[src/core/psl_defines.svh]
`ifndef PSL_DEFINES_SVH
`define PSL_DEFINES_SVH

// Register offsets
`define PSL_OFF_PORT_EN 16'h3C48
`define PSL_OFF_GLOBAL 16'h4141
`define PSL_OFF_P5_SEL 16'h416E
`define PSL_OFF_P6_SEL 16'h416F
`define PSL_OFF_TIMEOUT 16'h4171
`define PSL_OFF_TOGGLE 16'h4176
`define PSL_OFF_STATUS 16'h41F0

// Reset values
`define PSL_RST_PORT_EN 2'h0
`define PSL_RST_GLOBAL 1'h0
`define PSL_RST_SEL 8'h00
`define PSL_RST_TIMEOUT 3'h5
`define PSL_RST_TOGGLE 8'h05

// Field positions
`define PSL_P5_BIT 5
`define PSL_P6_BIT 6
`define PSL_GLOBAL_BIT 0
`define PSL_PORT_EN_RSVD 8'h9F

// Split pin select codes
`define PSL_P5_SEL_A 8'h42
`define PSL_P5_SEL_B 8'h05
`define PSL_P6_SEL_A 8'h06
`define PSL_P6_SEL_B 8'h04

// Stuck link state code range
`define PSL_STUCK_LO 4'h4
`define PSL_STUCK_HI 4'h9

// Timing, milliseconds in hex: 100, 250, 500, 750, 1000, 2000
`define PSL_TO_MS_1 12'h064
`define PSL_TO_MS_2 12'h0FA
`define PSL_TO_MS_3 12'h1F4
`define PSL_TO_MS_4 12'h2EE
`define PSL_TO_MS_5 12'h3E8
`define PSL_TO_MS_6 12'h7D0
// Toggle base 350 ms, step 10 ms
`define PSL_TOGGLE_BASE_MS 12'h15E
`define PSL_TOGGLE_STEP_MS 12'h00A
`define PSL_CLK_PERIOD_NS 10
`define PSL_MS_NS 1000000

`endif

[src/core/psl_pkg.sv]
package psl_pkg;

  typedef struct packed {
    logic out;
    logic oe;
    logic pullup_en;
  } psl_od_pin_t;

  typedef struct packed {
    logic out;
    logic oe;
  } psl_pp_pin_t;

  typedef struct packed {
    logic [3:0] p6;
    logic [3:0] p5;
  } psl_link_t;

  typedef enum logic [1:0] {
    ST_IDLE,
    ST_WATCH,
    ST_PULSE
  } psl_watch_st_t;

endpackage

[src/core/psl_link_watch.sv]
`timescale 1ns/1ps
`include "psl_defines.svh"
module psl_link_watch import psl_pkg::*; #(
  parameter int CYCLES_PER_MS = `PSL_MS_NS / `PSL_CLK_PERIOD_NS
) (
  input wire logic i_ref_clk,
  input wire logic i_rst,
  input wire logic i_active,
  input wire logic [11:0] i_timeout_ms,
  input wire logic [11:0] i_toggle_ms,
  input wire logic [3:0] i_link_state,
  output logic o_pulse
);

  psl_watch_st_t st, next_st;
  logic [31:0] cnt, next_cnt;
  logic [3:0] prev_state;
  wire [31:0] timeout_cyc = 32'(i_timeout_ms) * 32'(CYCLES_PER_MS);
  wire [31:0] toggle_cyc = 32'(i_toggle_ms) * 32'(CYCLES_PER_MS);
  wire stuck_code = (i_link_state >= `PSL_STUCK_LO) && (i_link_state <= `PSL_STUCK_HI);
  wire held = stuck_code && (i_link_state == prev_state);
  wire watch_on = i_active && (i_timeout_ms != 12'h000);

  always_comb begin
    next_st = st;
    next_cnt = cnt;
    unique case (st)
      ST_IDLE: begin
        next_cnt = 32'h0;
        if (watch_on) begin
          next_st = ST_WATCH;
        end
      end
      ST_WATCH: begin
        if (!watch_on) begin
          next_st = ST_IDLE;
          next_cnt = 32'h0;
        end else if (!held) begin
          next_cnt = 32'h0;
        end else if (cnt >= timeout_cyc - 32'h1) begin
          next_st = ST_PULSE;
          next_cnt = 32'h0;
        end else begin
          next_cnt = cnt + 32'h1;
        end
      end
      ST_PULSE: begin
        if (!i_active) begin
          next_st = ST_IDLE;
          next_cnt = 32'h0;
        end else if (cnt >= toggle_cyc - 32'h1) begin
          next_st = ST_WATCH;
          next_cnt = 32'h0;
        end else begin
          next_cnt = cnt + 32'h1;
        end
      end
    endcase
  end

  always_ff @(posedge i_ref_clk) begin
    if (i_rst) begin
      st <= ST_IDLE;
      cnt <= 32'h0;
      prev_state <= 4'h0;
      o_pulse <= 1'b0;
    end else begin
      st <= next_st;
      cnt <= next_cnt;
      prev_state <= i_link_state;
      o_pulse <= (next_st == ST_PULSE);
    end
  end
endmodule // psl_link_watch

[src/core/psl_top.sv]
`timescale 1ns/1ps
`include "psl_defines.svh"
// Contract
// - Power off: drive control pin low.
// - Power on: release driver, enable pull-up.
// - Poly fuse: low pin while on flags overcurrent.
// - Splitting exists only on ports 5, 6.
// - Control pin keeps USB 2.0; split pin SuperSpeed.
// - No overcurrent sensing on split pin.
// - Per-port enable bits 5, 6; others reserved.
// - Global bit 0 must also be set.
// - Stuck link past timeout pulses split pin.
// - Link changing states counts as valid.
// - Stuck means one state 0x4-0x9 throughout.
// - Timeout expiry restarts the timer.
// - Timeout resets to 0x05; 0x00 disables.
// - OTP value overrides timeout register.
// - Low pulse length from toggle register.
// - Timeout codes map 0 to 2 seconds.
// - Toggle 350 ms plus 10 ms steps.
module psl_top import psl_pkg::*; #(
  parameter int NUM_PORTS = 6,
  parameter int CYCLES_PER_MS = `PSL_MS_NS / `PSL_CLK_PERIOD_NS
) (
  input wire logic i_ref_clk,
  input wire logic i_rst,
  input wire logic [15:0] i_reg_addr,
  input wire logic [7:0] i_reg_wdata,
  input wire logic i_reg_wr,
  input wire logic i_reg_rd,
  output logic [7:0] o_reg_rdata,
  input wire logic i_otp_timeout_vld,
  input wire logic [2:0] i_otp_timeout,
  input wire logic i_poly_fuse_mode,
  input wire logic [NUM_PORTS-1:0] i_port_power_en,
  input wire logic [NUM_PORTS-1:0] i_pwr_ctl_in,
  output psl_od_pin_t [NUM_PORTS-1:0] o_pwr_ctl,
  output logic [NUM_PORTS-1:0] o_overcurrent,
  input wire psl_link_t i_link_state,
  output psl_pp_pin_t [3:0] o_split_gpio
);

  function automatic logic [11:0] f_timeout_ms(input logic [2:0] code);
    logic [11:0] ms;
    ms = 12'h000;
    case (code)
      3'h1: ms = `PSL_TO_MS_1;
      3'h2: ms = `PSL_TO_MS_2;
      3'h3: ms = `PSL_TO_MS_3;
      3'h4: ms = `PSL_TO_MS_4;
      3'h5: ms = `PSL_TO_MS_5;
      3'h6: ms = `PSL_TO_MS_6;
      default: ms = 12'h000;
    endcase
    return ms;
  endfunction

  function automatic logic [1:0] f_sel_opt(input logic [7:0] code, input logic [7:0] code_a,
                                           input logic [7:0] code_b);
    return {code == code_b, code == code_a};
  endfunction

  // Register file
  logic [1:0] split_en_bits;
  logic split_global;
  logic [7:0] p5_sel;
  logic [7:0] p6_sel;
  logic [2:0] timeout_sel;
  logic [7:0] toggle_sel;

  wire hit_port_en = (i_reg_addr == `PSL_OFF_PORT_EN);
  wire hit_global = (i_reg_addr == `PSL_OFF_GLOBAL);
  wire hit_p5_sel = (i_reg_addr == `PSL_OFF_P5_SEL);
  wire hit_p6_sel = (i_reg_addr == `PSL_OFF_P6_SEL);
  wire hit_timeout = (i_reg_addr == `PSL_OFF_TIMEOUT);
  wire hit_toggle = (i_reg_addr == `PSL_OFF_TOGGLE);
  wire hit_status = (i_reg_addr == `PSL_OFF_STATUS);
  wire [1:0] wr_port_bits = {i_reg_wdata[`PSL_P6_BIT], i_reg_wdata[`PSL_P5_BIT]};

  always_ff @(posedge i_ref_clk) begin
    if (i_rst) begin
      split_en_bits <= `PSL_RST_PORT_EN;
      split_global <= `PSL_RST_GLOBAL;
      p5_sel <= `PSL_RST_SEL;
      p6_sel <= `PSL_RST_SEL;
      timeout_sel <= `PSL_RST_TIMEOUT;
      toggle_sel <= `PSL_RST_TOGGLE;
    end else if (i_reg_wr) begin
      // Only ports 5 and 6 have storage; reserved bits are dropped
      if (hit_port_en) begin
        split_en_bits <= wr_port_bits;
      end
      if (hit_global) begin
        split_global <= i_reg_wdata[`PSL_GLOBAL_BIT];
      end
      if (hit_p5_sel) begin
        p5_sel <= i_reg_wdata;
      end
      if (hit_p6_sel) begin
        p6_sel <= i_reg_wdata;
      end
      if (hit_timeout) begin
        timeout_sel <= i_reg_wdata[2:0];
      end
      if (hit_toggle) begin
        toggle_sel <= i_reg_wdata;
      end
    end
  end

  // Split control
  logic [1:0] pulse;
  wire [1:0] split_on = {2{split_global}} & split_en_bits;
  wire [2:0] eff_timeout = i_otp_timeout_vld ? i_otp_timeout : timeout_sel;
  wire [11:0] timeout_ms = f_timeout_ms(eff_timeout);
  wire [11:0] toggle_ms = `PSL_TOGGLE_BASE_MS + 12'(toggle_sel) * `PSL_TOGGLE_STEP_MS;
  wire [1:0] opt5 = f_sel_opt(p5_sel, `PSL_P5_SEL_A, `PSL_P5_SEL_B);
  wire [1:0] opt6 = f_sel_opt(p6_sel, `PSL_P6_SEL_A, `PSL_P6_SEL_B);
  wire [3:0] gpio_en = {opt6 & {2{split_on[1]}}, opt5 & {2{split_on[0]}}};
  wire [1:0][3:0] link_st = {i_link_state.p6, i_link_state.p5};

  genvar s;
  generate
    for (s = 0; s < 2; s++) begin : g_watch
      psl_link_watch #(
        .CYCLES_PER_MS(CYCLES_PER_MS)
      ) u_watch (
        .i_ref_clk(i_ref_clk),
        .i_rst(i_rst),
        .i_active(split_on[s]),
        .i_timeout_ms(timeout_ms),
        .i_toggle_ms(toggle_ms),
        .i_link_state(link_st[s]),
        .o_pulse(pulse[s])
      );
    end
  endgenerate

  // Split pins drive only; nothing samples them for overcurrent
  genvar g;
  generate
    for (g = 0; g < 4; g++) begin : g_split
      always_ff @(posedge i_ref_clk) begin
        if (i_rst) begin
          o_split_gpio[g] <= '0;
        end else begin
          o_split_gpio[g].oe <= gpio_en[g];
          o_split_gpio[g].out <= gpio_en[g] & ~pulse[g/2];
        end
      end

    end
  endgenerate

  // Power control pins
  logic [NUM_PORTS-1:0] ctl_meta;
  logic [NUM_PORTS-1:0] ctl_sync;
  logic [NUM_PORTS-1:0] pu_d1;
  logic [NUM_PORTS-1:0] pu_d2;

  always_ff @(posedge i_ref_clk) begin
    if (i_rst) begin
      ctl_meta <= '0;
      ctl_sync <= '0;
    end else begin
      ctl_meta <= i_pwr_ctl_in;
      ctl_sync <= ctl_meta;
    end
  end

  genvar k;
  generate
    for (k = 0; k < NUM_PORTS; k++) begin : g_port
      always_ff @(posedge i_ref_clk) begin
        if (i_rst) begin
          o_pwr_ctl[k].out <= 1'b0;
          o_pwr_ctl[k].oe <= 1'b1;
          o_pwr_ctl[k].pullup_en <= 1'b0;
          pu_d1[k] <= 1'b0;
          pu_d2[k] <= 1'b0;
          o_overcurrent[k] <= 1'b0;
        end else begin
          o_pwr_ctl[k].out <= 1'b0;
          o_pwr_ctl[k].oe <= ~i_port_power_en[k];
          o_pwr_ctl[k].pullup_en <= i_port_power_en[k];
          pu_d1[k] <= o_pwr_ctl[k].pullup_en;
          pu_d2[k] <= pu_d1[k];
          // Waits out our own low drive through the synchroniser
          o_overcurrent[k] <= i_poly_fuse_mode & i_port_power_en[k] & pu_d2[k]
                              & ~ctl_sync[k];
        end
      end

    end
  endgenerate

  // Register read, answered one cycle after the strobe
  wire [7:0] rd_port_en = {1'b0, split_en_bits[1], split_en_bits[0], 5'h00};
  wire [7:0] rd_status = {4'h0, split_on, pulse};
  logic [7:0] rd_mux;

  always_comb begin
    rd_mux = 8'h00;
    if (hit_port_en) rd_mux = rd_port_en;
    if (hit_global) rd_mux = {7'h00, split_global};
    if (hit_p5_sel) rd_mux = p5_sel;
    if (hit_p6_sel) rd_mux = p6_sel;
    if (hit_timeout) rd_mux = {5'h00, timeout_sel};
    if (hit_toggle) rd_mux = toggle_sel;
    if (hit_status) rd_mux = rd_status;
  end

  always_ff @(posedge i_ref_clk) begin
    if (i_rst) begin
      o_reg_rdata <= 8'h00;
    end else begin
      o_reg_rdata <= i_reg_rd ? rd_mux : 8'h00;
    end
  end
endmodule // psl_top

[config.mk]
export PLATFORM = sky130hd
export DESIGN_NAME = psl_top
export DESIGN_NICKNAME = d
export VERILOG_FILES = /design/src/core/psl_pkg.sv /design/src/core/psl_link_watch.sv /design/src/core/psl_top.sv
export VERILOG_INCLUDE_DIRS = /design/src /design/src/core
export SDC_FILE = /design/constraint.sdc
export NUM_CORES = 1
export LEC_CHECK = 0
export BUFFER_PORTS_ARGS = -buffer_cell sky130_fd_sc_hd__buf_2
export CAP_MARGIN = 20
export CELL_PAD_IN_SITES_DETAIL_PLACEMENT = 0
export CELL_PAD_IN_SITES_GLOBAL_PLACEMENT = 1
export CORE_MARGIN = 2
export CORE_UTILIZATION = 52
export CTS_BUF_LIST = sky130_fd_sc_hd__clkbuf_4 sky130_fd_sc_hd__clkbuf_8 sky130_fd_sc_hd__clkbuf_16
export DETAILED_ROUTE_END_ITERATION = 6
export GPL_TIMING_DRIVEN = 0
export PLACE_DENSITY_LB_ADDON = 0.1
export SLEW_MARGIN = 20
export SYNTH_ARGS = -nofsm -noshare
export SYNTH_HDL_FRONTEND = slang
export SYNTH_SLANG_ARGS = --single-unit
[constraint.sdc]
create_clock -name i_ref_clk -period 13.1 [get_ports i_ref_clk]
set_clock_uncertainty 0.1 [all_clocks]
set_input_delay 1.31 -clock i_ref_clk [delete_from_list [all_inputs] [get_ports i_ref_clk]]
set_output_delay 1.31 -clock i_ref_clk [all_outputs]
set_load 0.05 [all_outputs]
Yosys cells after proc, flatten, opt, wreduce, memory -nomap -nowiden. Index checks and enable logic that the tools add are counted.

Flip-flop bits (word level): 172. RAM bits: 0. Memory bits (read-only): 0. Memories: 0. Latch bits: 0. Logic and storage cells: 195.

Reduce and logical (&&, ||, !) cells: 17. Equality and inequality tests: 25. $lt $le $gt $ge: 8. Multiplexer cells: 35. Shift-type cells: 0. Div/mod/pow operators: 0. $mul: 3. Bitwise gates (word level): 40. Add/sub/neg operators: 5.

Operators by type and width (number): $mux 32 (10); $pmux 32 s3 (2); $ge 32x32->1 (4); $eq 16x15->1 const B (6); $pmux 11 s6 (1); $add 32x1->32 const B (2); $sub 29x1->30 const B (2); $mux 8 (5); $eq 8x3->1 const B (3); $mul 12x12->24 const B (1); $mux 2 (12); $mul 11x12->23 const B (1); $and 1x1->1 (22); $eq 16x14->1 const B (1); $not 1->1 (15); $add 9x12->12 const A (1); $pmux 2 s3 (2); $reduce_and 2->1 (6); $reduce_bool 12->1 (1); $mul 8x3->11 const B (1); $eq 3x3->1 const B (3); $eq 2x2->1 const B (4); $eq 4x4->1 (2); $eq 8x7->1 const B (1); other kinds (13) (25).

Depth between registers and ports, before layout. Gate-level depths: netlist of the first run.

Depth after elaboration: 11. Gate-level depth with buffers: 40. Gate-level depth less buffers: 38.

By module. Synthesis of the first run repeated with hierarchy kept, for this count alone.

Cells, all modules: 2527. Area total of the unflattened synthesis: 22002.4 um^2.

Modules (own cells, without submodules): psl_link_watch (g_watch[1].u_watch) (area each 9080.0 um^2, cells an instance 1057, instances 1); psl_link_watch (g_watch[0].u_watch) (area each 9051.2 um^2, cells an instance 1059, instances 1); psl_top (area each 3871.2 um^2, cells an instance 411, instances 1).

Least setup slack after synthesis of the first run. OpenSTA, ideal clock, no wires.

Kind: in2reg. Start point: input i_otp_timeout_vld. End point: register g_watch[0].u_watch.cnt[0]. Setup time: 0.068 ns. Setup slack: 3.728 ns. Buffers on the path: 2. Arrival time: 9.204 ns. Cell stages on the path: 33. Cell sequence: clkbuf_1 > mux2_2 > nor2_1 > nand2_1 > o21ai_1 > clkinv_1 > ha_1 > ha_1 > inv_1 > fa_1 > fa_1 > inv_1 > ha_1 > ha_1 > inv_1 > o21bai_1 > a21oi_1 > o21ai_0 > a21oi_1 > o21ai_0 > xor2_1 > or4_1 > nand4b_1 > nor3_1 > nand2_1 > ha_1 > a21o_1 > a21o_1 > a21oi_1 > o21ai_0 > nand3b_1 > dlygate4sd3_1 > a21oi_2.

Word-level cells in the longest chain between the ends: 10. Elaborated cells between the ends (all ways): 17. Classes of those cells: 1 x add/sub; 1 x mul; 1 x order compare; 6 x eq/ne; 6 x mux; 2 x reduce/logical.

RTL lines: start, declared (line psl_top.sv:32) `input wire logic i_otp_timeout_vld,`; $mux 3 (*) (line psl_top.sv:114) `wire [2:0] eff_timeout = i_otp_timeout_vld ? i_otp_timeout : timeout_sel;`; $eq 3x3->1 (tied with other cells) (line psl_top.sv:46) `case (code)`; $pmux 11 s6 (*) (line psl_top.sv:46); $mul 11x12->23 (line psl_link_watch.sv:18) `wire [31:0] timeout_cyc = 32'(i_timeout_ms) * 32'(CYCLES_PER_MS);`; $sub 29x1->30 (line psl_link_watch.sv:40) `end else if (cnt >= timeout_cyc - 32'h1) begin`; $ge 32x32->1 (line psl_link_watch.sv:40); $mux 32 (line psl_link_watch.sv:40); $mux 32 (line psl_link_watch.sv:38) `end else if (!held) begin`; $mux 32 (*) (line psl_link_watch.sv:35) `if (!watch_on) begin`; $pmux 32 s3 (*) (line psl_link_watch.sv:27) `unique case (st)`; end signal, assigned (line psl_link_watch.sv:69) `cnt <= next_cnt;`; end, declared (line psl_link_watch.sv:16) `logic [31:0] cnt, next_cnt;`.

Mark *: on every way between the ends. The rest lies on a longest branch, timed or not. A chain may end at the register's enable or synchronous reset.

Worst setup path after layout of the first run.
Start point: input i_otp_timeout_vld. End point: register g_watch[0].u_watch.cnt[30].

The elaborated chain is that of the path after synthesis.

==> results.yml, run 1 <==
status:
  result_of_the_run: "finished, final reports clean"
route:
  vias_per_cell: 5.565
  wl_per_cell_um: 16.06
  postRouteAntennaNets: 0
  drt_first_pass_iters: 6
  num_vias: 12140
  routed_wl_mm: 35.03
  drt_first_iter_violations: 586
  drc: 0
sta:
  max_clock_freq_mhz: 93.87
  setup-tns-final_ps: 0
  layout_min_cycle_time_ps: 10650
  holdWs_ps: 289.2
  finalHoldViolCount: 0
  tightest_slew_ps: 932.6
  setup_violations: 0
  slew_headroom_pct: 36.95
  share_of_the_clock_period_used_by_the_worst_path_pct: 81.32
  unrepaired_setup_endpoints_after_global_routing: "false"
  drv_slew: 0
floorplan:
  initial_utilization_pct: 52.70
  die-area_mm2: 0.02944
  die-width_um: 171.6
  fp.dieH_um: 171.6
  io_pins: 93
  design.core.area_mm2: 0.02771
  core.rowCount: 61
yosys:
  synth_largest_type_area_fraction_pct: 22.76
  synth_area_leader_cell: "sky130_fd_sc_hd__dfxtp_1"
  mapped_area_mm2: 0.01460
  synth_enable_flop_cells: 0
  yosysUniqueCellTypes: 96
  synth-async-reset-ratio_pct: 0
  yosys_most_used_dff: "sky130_fd_sc_hd__dfxtp_1"
  synth.avg_cell_area_um2: 8.676
  synth.ff_latch_count: 166
  yosysWarningCount: 0
  postSynthCellCount: 1683
  ys_top_cells_by_area: "sky130_fd_sc_hd__dfxtp_1 (23%), sky130_fd_sc_hd__ha_1 (22%), sky130_fd_sc_hd__fa_1 (5.5%)"
  yosysSeqAreaShare_pct: 22.76
power:
  power_mw: 1.385
  worst_ir_drop_vdd_v: 0.00007176
  cellLeakagePower_nw: 7.375
  cellPowerDensity_mw_per_mm2: 86.20
clocking:
  hold_buffers: 0
  cts_tree: "done"
  htree_levels: 4
  clock_latency_on_the_worst_skew_pair_ps: 440
  post_cts_resized: 0
  cts-buffers-inserted: 17
  clk_pin_slew_worst_setup_hold_paths_ps: 60
  clk_path_buf_depth: 2
  cts_setup_buffers: 0
  clock-sinks: 166
  clk_root_buffer_cell: "sky130_fd_sc_hd__clkbuf_16"
global_route:
  grt_pass1_wl_mm: 57.15
  groute.usage.overall_pct: 24.31
  grt-ovfl-total: 0
  via_count_of_the_first_global_routing_pass: 11690
  pin_count_of_the_biggest_net_entering_global_routing: 17
  grt_antenna_before_repair: 0
cells_and_area:
  n_fill_cell: 2601
  finish.net_count: 2139
  area_overhead_of_the_layout_relative_to_synthesis_pct: 10.04
  antenna_cells_inserted: 0
  drive_gt1_share_pct: 10.75
  ff_latch_area_mm2: 0.003323
  multiInputGateArea_mm2: 0.01050
  design_area_mm2: 0.01607
hold_path:
  hold_path_class: "register to register"
setup_path:
  critical-path-top-cell-by-count: "sky130_fd_sc_hd__ha_1"
  crit_fanout: 10
  worst_ep_required_ps: 13360
  critical-path-max-stage-delay_ps: 950
  timing.critical_path.arrival_ps: 10910
  timing_worst_setup_path_type: "input port to register"
  worstSetupStartpointType: "input port"
  cp-end-kind: "register"
  critical-path-slowest-cell: "sky130_fd_sc_hd__dlygate4sd3_1"
placement:
  detailedPlacementHpwl_mm: 28.38
  globalplace.congestion: 0.8764
  post_dp_cell_area_mm2: 0.01552
  place.port_buffers: 84
run:
  maxCapViolations: 0
## cell usage in the layout, fill, tap and decap left out, types with 5 or more instances in the layout
cell	netlist	layout
sky130_fd_sc_hd__xor2_1	69	69
sky130_fd_sc_hd__nand2b_1	17	17
sky130_fd_sc_hd__ha_1	255	255
sky130_fd_sc_hd__o21a_1	6	6
sky130_fd_sc_hd__and3_1	18	18
sky130_fd_sc_hd__nor3_1	42	41
sky130_fd_sc_hd__buf_4	9	9
sky130_fd_sc_hd__mux2i_1	5	5
sky130_fd_sc_hd__inv_6	0	5
sky130_fd_sc_hd__nand3_1	63	63
sky130_fd_sc_hd__nor4b_1	5	5
sky130_fd_sc_hd__o211ai_1	8	8
sky130_fd_sc_hd__a31oi_1	7	7
sky130_fd_sc_hd__conb_1	1	6
sky130_fd_sc_hd__nor2_1	129	129
sky130_fd_sc_hd__fa_1	40	40
sky130_fd_sc_hd__clkbuf_16	0	17
sky130_fd_sc_hd__buf_2	1	85
sky130_fd_sc_hd__o31ai_1	5	5
sky130_fd_sc_hd__a21o_1	34	34
sky130_fd_sc_hd__clkbuf_1	21	21
sky130_fd_sc_hd__nand3b_1	7	7
sky130_fd_sc_hd__nand4_1	26	26
sky130_fd_sc_hd__a22oi_1	9	9
sky130_fd_sc_hd__o21bai_1	6	6
sky130_fd_sc_hd__buf_6	5	5
sky130_fd_sc_hd__a211oi_1	12	12
sky130_fd_sc_hd__inv_1	149	149
sky130_fd_sc_hd__nor4_1	14	14
sky130_fd_sc_hd__a21oi_1	98	98
sky130_fd_sc_hd__a21oi_2	21	21
sky130_fd_sc_hd__nor2b_1	50	50
sky130_fd_sc_hd__xnor2_1	83	83
sky130_fd_sc_hd__and2_1	11	11
sky130_fd_sc_hd__o21ai_0	46	46
sky130_fd_sc_hd__nand2_1	124	124
sky130_fd_sc_hd__or2_2	6	6
sky130_fd_sc_hd__dfxtp_1	166	166
sky130_fd_sc_hd__and4_1	8	8
sky130_fd_sc_hd__or4_1	6	6
## cell families after synthesis
family                     synth area share (%)
AOI/OAI and AO/OA                         14.88
xor gates and xnor gates                  9.272
DFF                                       22.76
other                                   0.02568
and+or+nand+nor                           19.65
muxes                                    0.5741
buffers and inverters                     5.510
adders and majority gates                 27.34
## cells in the mapped netlist, types with 5 or more instances
cell	n
sky130_fd_sc_hd__a211oi_1	12
sky130_fd_sc_hd__a21o_1	34
sky130_fd_sc_hd__a21oi_1	98
sky130_fd_sc_hd__a21oi_2	21
sky130_fd_sc_hd__a22oi_1	9
sky130_fd_sc_hd__a31oi_1	7
sky130_fd_sc_hd__and2_1	11
sky130_fd_sc_hd__and3_1	18
sky130_fd_sc_hd__and4_1	8
sky130_fd_sc_hd__buf_4	9
sky130_fd_sc_hd__buf_6	5
sky130_fd_sc_hd__clkbuf_1	21
sky130_fd_sc_hd__dfxtp_1	166
sky130_fd_sc_hd__fa_1	40
sky130_fd_sc_hd__ha_1	255
sky130_fd_sc_hd__inv_1	149
sky130_fd_sc_hd__mux2i_1	5
sky130_fd_sc_hd__nand2_1	124
sky130_fd_sc_hd__nand2b_1	17
sky130_fd_sc_hd__nand3_1	63
sky130_fd_sc_hd__nand3b_1	7
sky130_fd_sc_hd__nand4_1	26
sky130_fd_sc_hd__nor2_1	129
sky130_fd_sc_hd__nor2b_1	50
sky130_fd_sc_hd__nor3_1	42
sky130_fd_sc_hd__nor4_1	14
sky130_fd_sc_hd__nor4b_1	5
sky130_fd_sc_hd__o211ai_1	8
sky130_fd_sc_hd__o21a_1	6
sky130_fd_sc_hd__o21ai_0	46
sky130_fd_sc_hd__o21bai_1	6
sky130_fd_sc_hd__o31ai_1	5
sky130_fd_sc_hd__or2_2	6
sky130_fd_sc_hd__or4_1	6
sky130_fd_sc_hd__xnor2_1	83
sky130_fd_sc_hd__xor2_1	69
## per-stage QoR
stage / utilization [%] / std cells / worst slack (ps)
floorplan: - / 1688 / 3728
global placement: 56.00 / 2150 / 1945
detailed placement: 56.01 / 2150 / 1949
CTS: 58.00 / 2182 / 2398
global route: 58.00 / 2182 / 1598
finish: 58.00 / 2182 / 2446
## layer usage
layer | part of all wire (%) | GRT usage [%] | vias up
li1 | - | - | 6135
met1 | 45 | 31.15 | 5785
met2 | 48 | 42.10 | 177
met3 | 4.0 | 3.751 | 45
met4 | 2.5 | 7.259 | 0
met5 | 0 | 0 | -
## report_power, final
group | total [mW] | leakage (nW) | internal (mW) | switching (mW)
clock | 0.488 | 0.271 | 0.251 | 0.237
sequential | 0.512 | 1.35 | 0.511 | 0.00186
combinational | 0.384 | 5.76 | 0.155 | 0.229
total | 1.38 | 7.37 | 0.916 | 0.469
## area by class of cell
| class | count | area share (%) |
|---|---|---|
| timing repair buffer | 84 | 2.616 |
| buffer | 39 | 1.503 |
| multi-input combinational | 1333 | 65.33 |
| clock inverter | 14 | 0.7242 |
| sequential | 166 | 20.68 |
| inverter | 150 | 3.504 |
| clock buffer | 18 | 2.694 |
| tap | 378 | 2.943 |
## critical path, delay by kind of cell
kind	cells	cell delay, ps
buf+inv	6	1880
compound gates	12	2730
mux	1	460
simple gates	6	1450
xor+xnor	1	280
fa+ha+maj	7	2780
## final timing paths
kind,from,end,slack [ps],cells after the start
worst min register to register,ctl_sync[2]$_SDFF_PP0_,o_overcurrent[2]$_SDFF_PP0_,290,1
worst max-delay path,i_otp_timeout_vld,g_watch[0].u_watch.cnt[30]$_SDFF_PP0_,2450,33
worst max register to register,toggle_sel[0]$_SDFFE_PP1P_,g_watch[0].u_watch.cnt[30]$_SDFF_PP0_,2770,37
worst min-delay path,ctl_sync[2]$_SDFF_PP0_,o_overcurrent[2]$_SDFF_PP0_,290,1
## state kept, by name, indices dropped and copies added (netlist names), 8 cells and up
name                        cells
o_reg_rdata                     8
g_watch.u_watch.cnt            64
o_split_gpio                    8
g_watch.u_watch.prev_state      8
p6_sel                          8
o_pwr_ctl                      12
toggle_sel                      8
p5_sel                          8
(Power assumes the default switching activity.)
==> inputs of run 2 (changes only) <==
- CORE_UTILIZATION: 52 -> 43
- clock period: 13.1 -> 9.25 ns (I/O delays scaled with it)
==> run 2 against run 1 <==
  * Sequential power increased by 42%
  * Count of clock-buffer cells in the layout decreased by 1
  * Hold slack got worse by 1.0 ps
  * Setup slack got worse by 2000 ps
  * Highest routed layer unchanged
  * Sequential share of layout area decreased by 1.1 points
  * Critical path depth increased by 8
  * Global-route usage decreased by 2.7 points
  * Utilization decreased by 7.3 points
  * Die area increased by 20%
  * Register-to-register slack got worse by 2300 ps
==> results.yml, run 2 (same netlist as run 1, synthesis figures left out) <==
floorplan:
  die-width_um: 188.3
  io_pins: 93
  initial_utilization_pct: 43.65
  die-area_mm2: 0.03545
  design.core.area_mm2: 0.03345
  fp.dieH_um: 188.3
  core.rowCount: 67
power:
  worst_ir_drop_vdd_v: 0.0001247
  switching_power_mw: 0.6901
  power.internal_mw: 1.338
  cellPowerDensity_mw_per_mm2: 119.5
  clkPwrFrac_pct: 36.5
  seqPwrFrac_pct: 35.8
  combinationalPowerShare_pct: 27.7
  cellLeakagePower_nw: 7.651
  power.share.switching_pct: 34.03
hold_path:
  hold_path_class: "register to register"
  hold_start: "ctl_sync[2]$_SDFF_PP0_"
route:
  drt_first_iter_violations: 591
  wl_per_cell_um: 16.47
  vias_per_cell: 5.282
  num_vias: 12030
  drt_first_pass_iters: 5
  routed_wl_mm: 37.53
  postRouteAntennaNets: 0
  drc: 0
clocking:
  clk_root_buffer_cell: "sky130_fd_sc_hd__clkbuf_16"
  clock_latency_on_the_worst_skew_pair_ps: 460
  cts-buffers-inserted: 17
  htree_levels: 4
  clock-sinks: 166
  clk_pin_slew_worst_setup_hold_paths_ps: 80
  hold_buffers: 0
  clk_path_buf_depth: 2
  cts_tree: "done"
placement:
  pre_cts_slack_ps: -1631
  detailedPlacementHpwl_mm: 29.93
  place.port_buffers: 84
  globalplace.congestion: 0.8234
sta:
  max_clock_freq_mhz: 113.3
  drv_slew: 0
  slew_headroom_pct: 38.15
  holdWs_ps: 288.2
  tightest_slew_ps: 914.8
  share_of_the_clock_period_used_by_the_worst_path_pct: 95.43
  layout_min_cycle_time_ps: 8827
  post_route_setup_slack_ps: 422.6
  finalHoldViolCount: 0
  setup_violations: 0
setup_path:
  worst_ep_required_ps: 9500
  cp-end-kind: "register"
  critical-path-slowest-cell: "sky130_fd_sc_hd__fa_1"
  timing_worst_setup_path_type: "register to register"
  critPathLaunch: "toggle_sel[3]$_SDFFE_PP0P_"
  timing.critical_path.arrival_ps: 9080
  worst_r2r_startpoint: "toggle_sel[3]$_SDFFE_PP0P_"
  critical-path-max-stage-delay_ps: 530
  worst-r2r-setup-slack_ps: 420
  worstSetupStartpointType: "register"
  crit_fanout: 9
cells_and_area:
  reg_top3: "g_watch.u_watch.cnt (64), o_pwr_ctl (12)"
  finish.net_count: 2165
  n_fill_cell: 3263
  top_register: "g_watch.u_watch.cnt"
  final_cell_mix: "sky130_fd_sc_hd__ha_1 (250), sky130_fd_sc_hd__dfxtp_1 (164), sky130_fd_sc_hd__inv_1 (148), sky130_fd_sc_hd__nor2_1 (124), sky130_fd_sc_hd__nand2_1 (123)"
  drive_gt1_share_pct: 15.90
  area_overhead_of_the_layout_relative_to_synthesis_pct: 16.18
  multiInputGateArea_mm2: 0.01098
  mostFrequentLayoutCell: "sky130_fd_sc_hd__ha_1"
  antenna_cells_inserted: 0
  ff_latch_area_mm2: 0.003328
  largest_register_ff_count: 64
global_route:
  groute.usage.overall_pct: 21.63
  grt-ovfl-total: 0
  pin_count_of_the_biggest_net_entering_global_routing: 19
  via_count_of_the_first_global_routing_pass: 11870
  grt_pass1_wl_mm: 61.27
  grt_antenna_before_repair: 0
run:
  maxCapViolations: 0
status:
  result_of_the_run: "finished, final reports clean"
## run 2: cell types whose count changed in the layout (fill, tap and decap cells not counted), moves of 4 or more
| cell | previous run | this run |
|---|---|---|
| sky130_fd_sc_hd__a21oi_1 | 98 | 94 |
| sky130_fd_sc_hd__nor2_1 | 129 | 124 |
| sky130_fd_sc_hd__ha_1 | 255 | 250 |
| sky130_fd_sc_hd__buf_4 | 9 | 31 |
| sky130_fd_sc_hd__nor3_2 | 1 | 5 |
| sky130_fd_sc_hd__nor3_1 | 41 | 37 |
| sky130_fd_sc_hd__a211oi_2 | 2 | 9 |
| sky130_fd_sc_hd__a211oi_1 | 12 | 3 |
| sky130_fd_sc_hd__xnor2_1 | 83 | 79 |
| sky130_fd_sc_hd__xor2_1 | 69 | 65 |
| sky130_fd_sc_hd__nor2_2 | 0 | 4 |
| sky130_fd_sc_hd__o21ai_0 | 46 | 41 |
## run 2: repair_timing
item,4_1_cts,5_1_grt
resized for setup,47,70
cloned,1,0
buffers inserted,10,16
pin swaps,8,32
setup endpoints to repair,70,70
## run 2: worst paths after layout
path | to | cells past startpoint
max | g_watch[0].u_watch.o_pulse$_SDFF_PP0_ | 41
min | o_overcurrent[2]$_SDFF_PP0_ | 1
max reg2reg | g_watch[0].u_watch.o_pulse$_SDFF_PP0_ | 41
min reg2reg | o_overcurrent[2]$_SDFF_PP0_ | 1
## run 2: layout make-up
| class | count | area share [%] |
|---|---|---|
| Clock inverter | 15 | 1.062 |
| Tap cell | 448 | 3.304 |
| Inverter | 150 | 3.349 |
| Buffer | 38 | 1.453 |
| Clock buffer | 17 | 2.508 |
| Sequential cell | 166 | 19.62 |
| Multi-Input combinational cell | 1333 | 64.74 |
| Timing Repair Buffer | 111 | 3.961 |
## run 2: power groups by stage
stage          clock (mW)  sequential [mW]  combinational (mW)
2_1_floorplan           0            0.752               0.405
3_3_place_gp            0            0.742               0.536
3_5_place_dp            0            0.743               0.545
4_1_cts             0.761            0.726               0.551
5_1_grt             0.790            0.726               0.642
6_report            0.740            0.725               0.562
## run 2: stage by stage
| step | instances | cell area [um2] | utilization (%) | TNS (ps) | power (mW) |
|---|---|---|---|---|---|
| 2_1_floorplan | 1688 | 14620 | - | 0 | 1.157 |
| 3_3_place_gp | 2220 | 15600 | 46.64 | -98840 | 1.278 |
| 3_5_place_dp | 2220 | 15610 | 46.66 | -99210 | 1.288 |
| 4_1_cts | 2262 | 16510 | 49.36 | -8.622 | 2.038 |
| 5_1_grt | 2278 | 16960 | 50.72 | -358.6 | 2.157 |
| 6_report | 2278 | 16960 | 50.72 | 0 | 2.028 |
## run 2: critical path, delay by kind of cell, from the launching register on
kind / cells / cell delay (ps)
fa+ha+maj: 8 / 2780
simple gates: 10 / 1940
compound gates: 10 / 2010
xor+xnor: 2 / 170
buf+inv: 11 / 1320
flops: 1 / 360
## run 2: metal layers
layer	wire, um	up-vias	part of all wire (%)	track usage [%]
met1	17790	5691	47	28.20
met3	879	31	2.3	2.812
met2	18220	134	49	37.41
met4	641	0	1.7	6.148
met5	0	-	0	0
li1	-	6176	-	-
==> inputs of run 3 (changes only) <==
- PLACE_DENSITY: not set -> 0.85
- PLACE_DENSITY_LB_ADDON: 0.1 -> not set
==> run 3 against run 2 <==
  * Combinational power shrank 1%
  * Power shrank 2.3%
  * Final area shrank 0.64%
  * Global-route usage shrank 1.4 points
  * Largest cell class unchanged
==> results.yml, run 3 (same netlist as run 1, synthesis figures left out) <==
placement:
  globalplace.congestion: 0.8768
  post_dp_cell_area_mm2: 0.01560
  place.port_buffers: 84
  detailedPlacementHpwl_mm: 28.77
  pre_cts_slack_ps: -1740
global_route:
  grt-ovfl-total: 0
  grt_antenna_before_repair: 1
  groute.usage.overall_pct: 20.27
  pin_count_of_the_biggest_net_entering_global_routing: 18
  via_count_of_the_first_global_routing_pass: 12060
  grt_pass1_wl_mm: 58.97
cells_and_area:
  reg_top3: "g_watch.u_watch.cnt (64), o_pwr_ctl (12)"
  antenna_cells_inserted: 0
  largest_register_ff_count: 64
  multiInputGateArea_mm2: 0.01094
  area_overhead_of_the_layout_relative_to_synthesis_pct: 15.43
  final_cell_mix: "sky130_fd_sc_hd__ha_1 (250), sky130_fd_sc_hd__dfxtp_1 (163), sky130_fd_sc_hd__inv_1 (148), sky130_fd_sc_hd__nor2_1 (124), sky130_fd_sc_hd__nand2_1 (123)"
  mostFrequentLayoutCell: "sky130_fd_sc_hd__ha_1"
  n_fill_cell: 3112
  design_area_mm2: 0.01685
  top_register: "g_watch.u_watch.cnt"
  drive_gt1_share_pct: 15.74
  ff_latch_area_mm2: 0.003329
  finish.net_count: 2165
floorplan:
  initial_utilization_pct: 43.65
  fp.dieH_um: 188.3
  io_pins: 93
  die-width_um: 188.3
  die-area_mm2: 0.03545
  design.core.area_mm2: 0.03345
  core.rowCount: 67
route:
  met3WireLength_mm: 1.298
  m1WireLength_mm: 16.48
  drc: 0
  num_vias: 12250
  drt_first_pass_iters: 6
  routed.top_layer: "met4"
  drt_first_iter_violations: 646
  postRouteAntennaNets: 0
  routed_wl_mm: 35.84
  vias_per_cell: 5.379
  met2WireLength_mm: 17.37
  wl_per_cell_um: 15.73
sta:
  post_route_setup_slack_ps: 360.5
  slew_headroom_pct: 39.17
  drv_slew: 0
  tightest_slew_ps: 902.9
  finalHoldViolCount: 0
  layout_min_cycle_time_ps: 8890
  max_clock_freq_mhz: 112.5
  share_of_the_clock_period_used_by_the_worst_path_pct: 96.10
  setup_violations: 0
  unrepaired_setup_endpoints_after_global_routing: "true"
clocking:
  htree_levels: 4
  cts_tree: "done"
  clk_pin_slew_worst_setup_hold_paths_ps: 80
  clock_latency_on_the_worst_skew_pair_ps: 440
  clock-sinks: 166
  clk_root_buffer_cell: "sky130_fd_sc_hd__clkbuf_16"
  hold_buffers: 0
  clk_path_buf_depth: 2
  cts-buffers-inserted: 17
setup_path:
  critical-path-slowest-cell: "sky130_fd_sc_hd__fa_1"
  worst_ep_required_ps: 9520
  critical-path-top-cell-by-count: "sky130_fd_sc_hd__inv_1"
  worstSetupStartpointType: "register"
  critical-path-max-stage-delay_ps: 530
  crit_fanout: 10
  cp-end-kind: "register"
  timing_worst_setup_path_type: "register to register"
  timing.critical_path.arrival_ps: 9160
power:
  cellLeakagePower_nw: 7.615
  worst_ir_drop_vdd_v: 0.0001574
  cellPowerDensity_mw_per_mm2: 117.5
status:
  result_of_the_run: "finished, final reports clean"
hold_path:
  hold_path_class: "register to register"
run:
  maxCapViolations: 0
run 3: final timing paths:
kind | startpoint | endpoint | slack [ps] | cells past startpoint
max | toggle_sel[1]$_SDFFE_PP0P_ | g_watch[0].u_watch.cnt[0]$_SDFF_PP0_ | 360 | 40
min | ctl_sync[5]$_SDFF_PP0_ | o_overcurrent[5]$_SDFF_PP0_ | 300 | 1
max reg2reg | toggle_sel[1]$_SDFFE_PP0P_ | g_watch[0].u_watch.cnt[0]$_SDFF_PP0_ | 360 | 40
min reg2reg | ctl_sync[5]$_SDFF_PP0_ | o_overcurrent[5]$_SDFF_PP0_ | 300 | 1
run 3: metal layers:
layer  GRT usage (%)  vias up
li1                -     6187
met1           26.58     5783
met2           34.96      237
met3           2.440       47
met4           5.845        0
met5               0        -
run 3: cell type report:
cell class	instances	share of cell area, %
Multi-Input combinational cell	1333	64.92
Sequential cell	166	19.75
Timing Repair Buffer	111	3.764
Inverter	150	3.392
Tap cell	448	3.326
Clock buffer	18	2.568
Buffer	38	1.455
Clock inverter	14	0.8240
run 3: what timing repair did:
action,4_1_cts,5_1_grt
setup buffers,7,20
pin swaps,7,26
setup endpoints to repair,70,70
resized for setup,42,68
endpoints found under the hold margin,0,0
run 3: critical path: cells and delay by family, from the launching register on:
kind | cells | cell delay [ps]
AOI/OAI and AO/OA | 16 | 3240
adders and majority gates | 9 | 3060
and+or+nand+nor | 5 | 910
buffers and inverters | 7 | 640
xor gates and xnor gates | 3 | 500
DFF | 1 | 380
run 3: per-stage QoR:
stage	hold WS, ps	power [mW]	TNS (ps)	std cells	util (%)
2_1_floorplan	273.4	1.157	0	1688	-
3_3_place_gp	286.3	1.260	-93120	2220	46.64
3_5_place_dp	287.1	1.273	-103640	2220	46.64
4_1_cts	297.3	1.975	0	2258	48.94
5_1_grt	315.1	2.099	-840.9	2278	50.39
6_report	300.3	1.980	0	2278	50.39
run 3: report_power, final:
part	internal, mW	total (mW)	switching, mW
logic	0.230	0.555	0.325
clock network	0.360	0.699	0.340
registers	0.723	0.726	0.00275
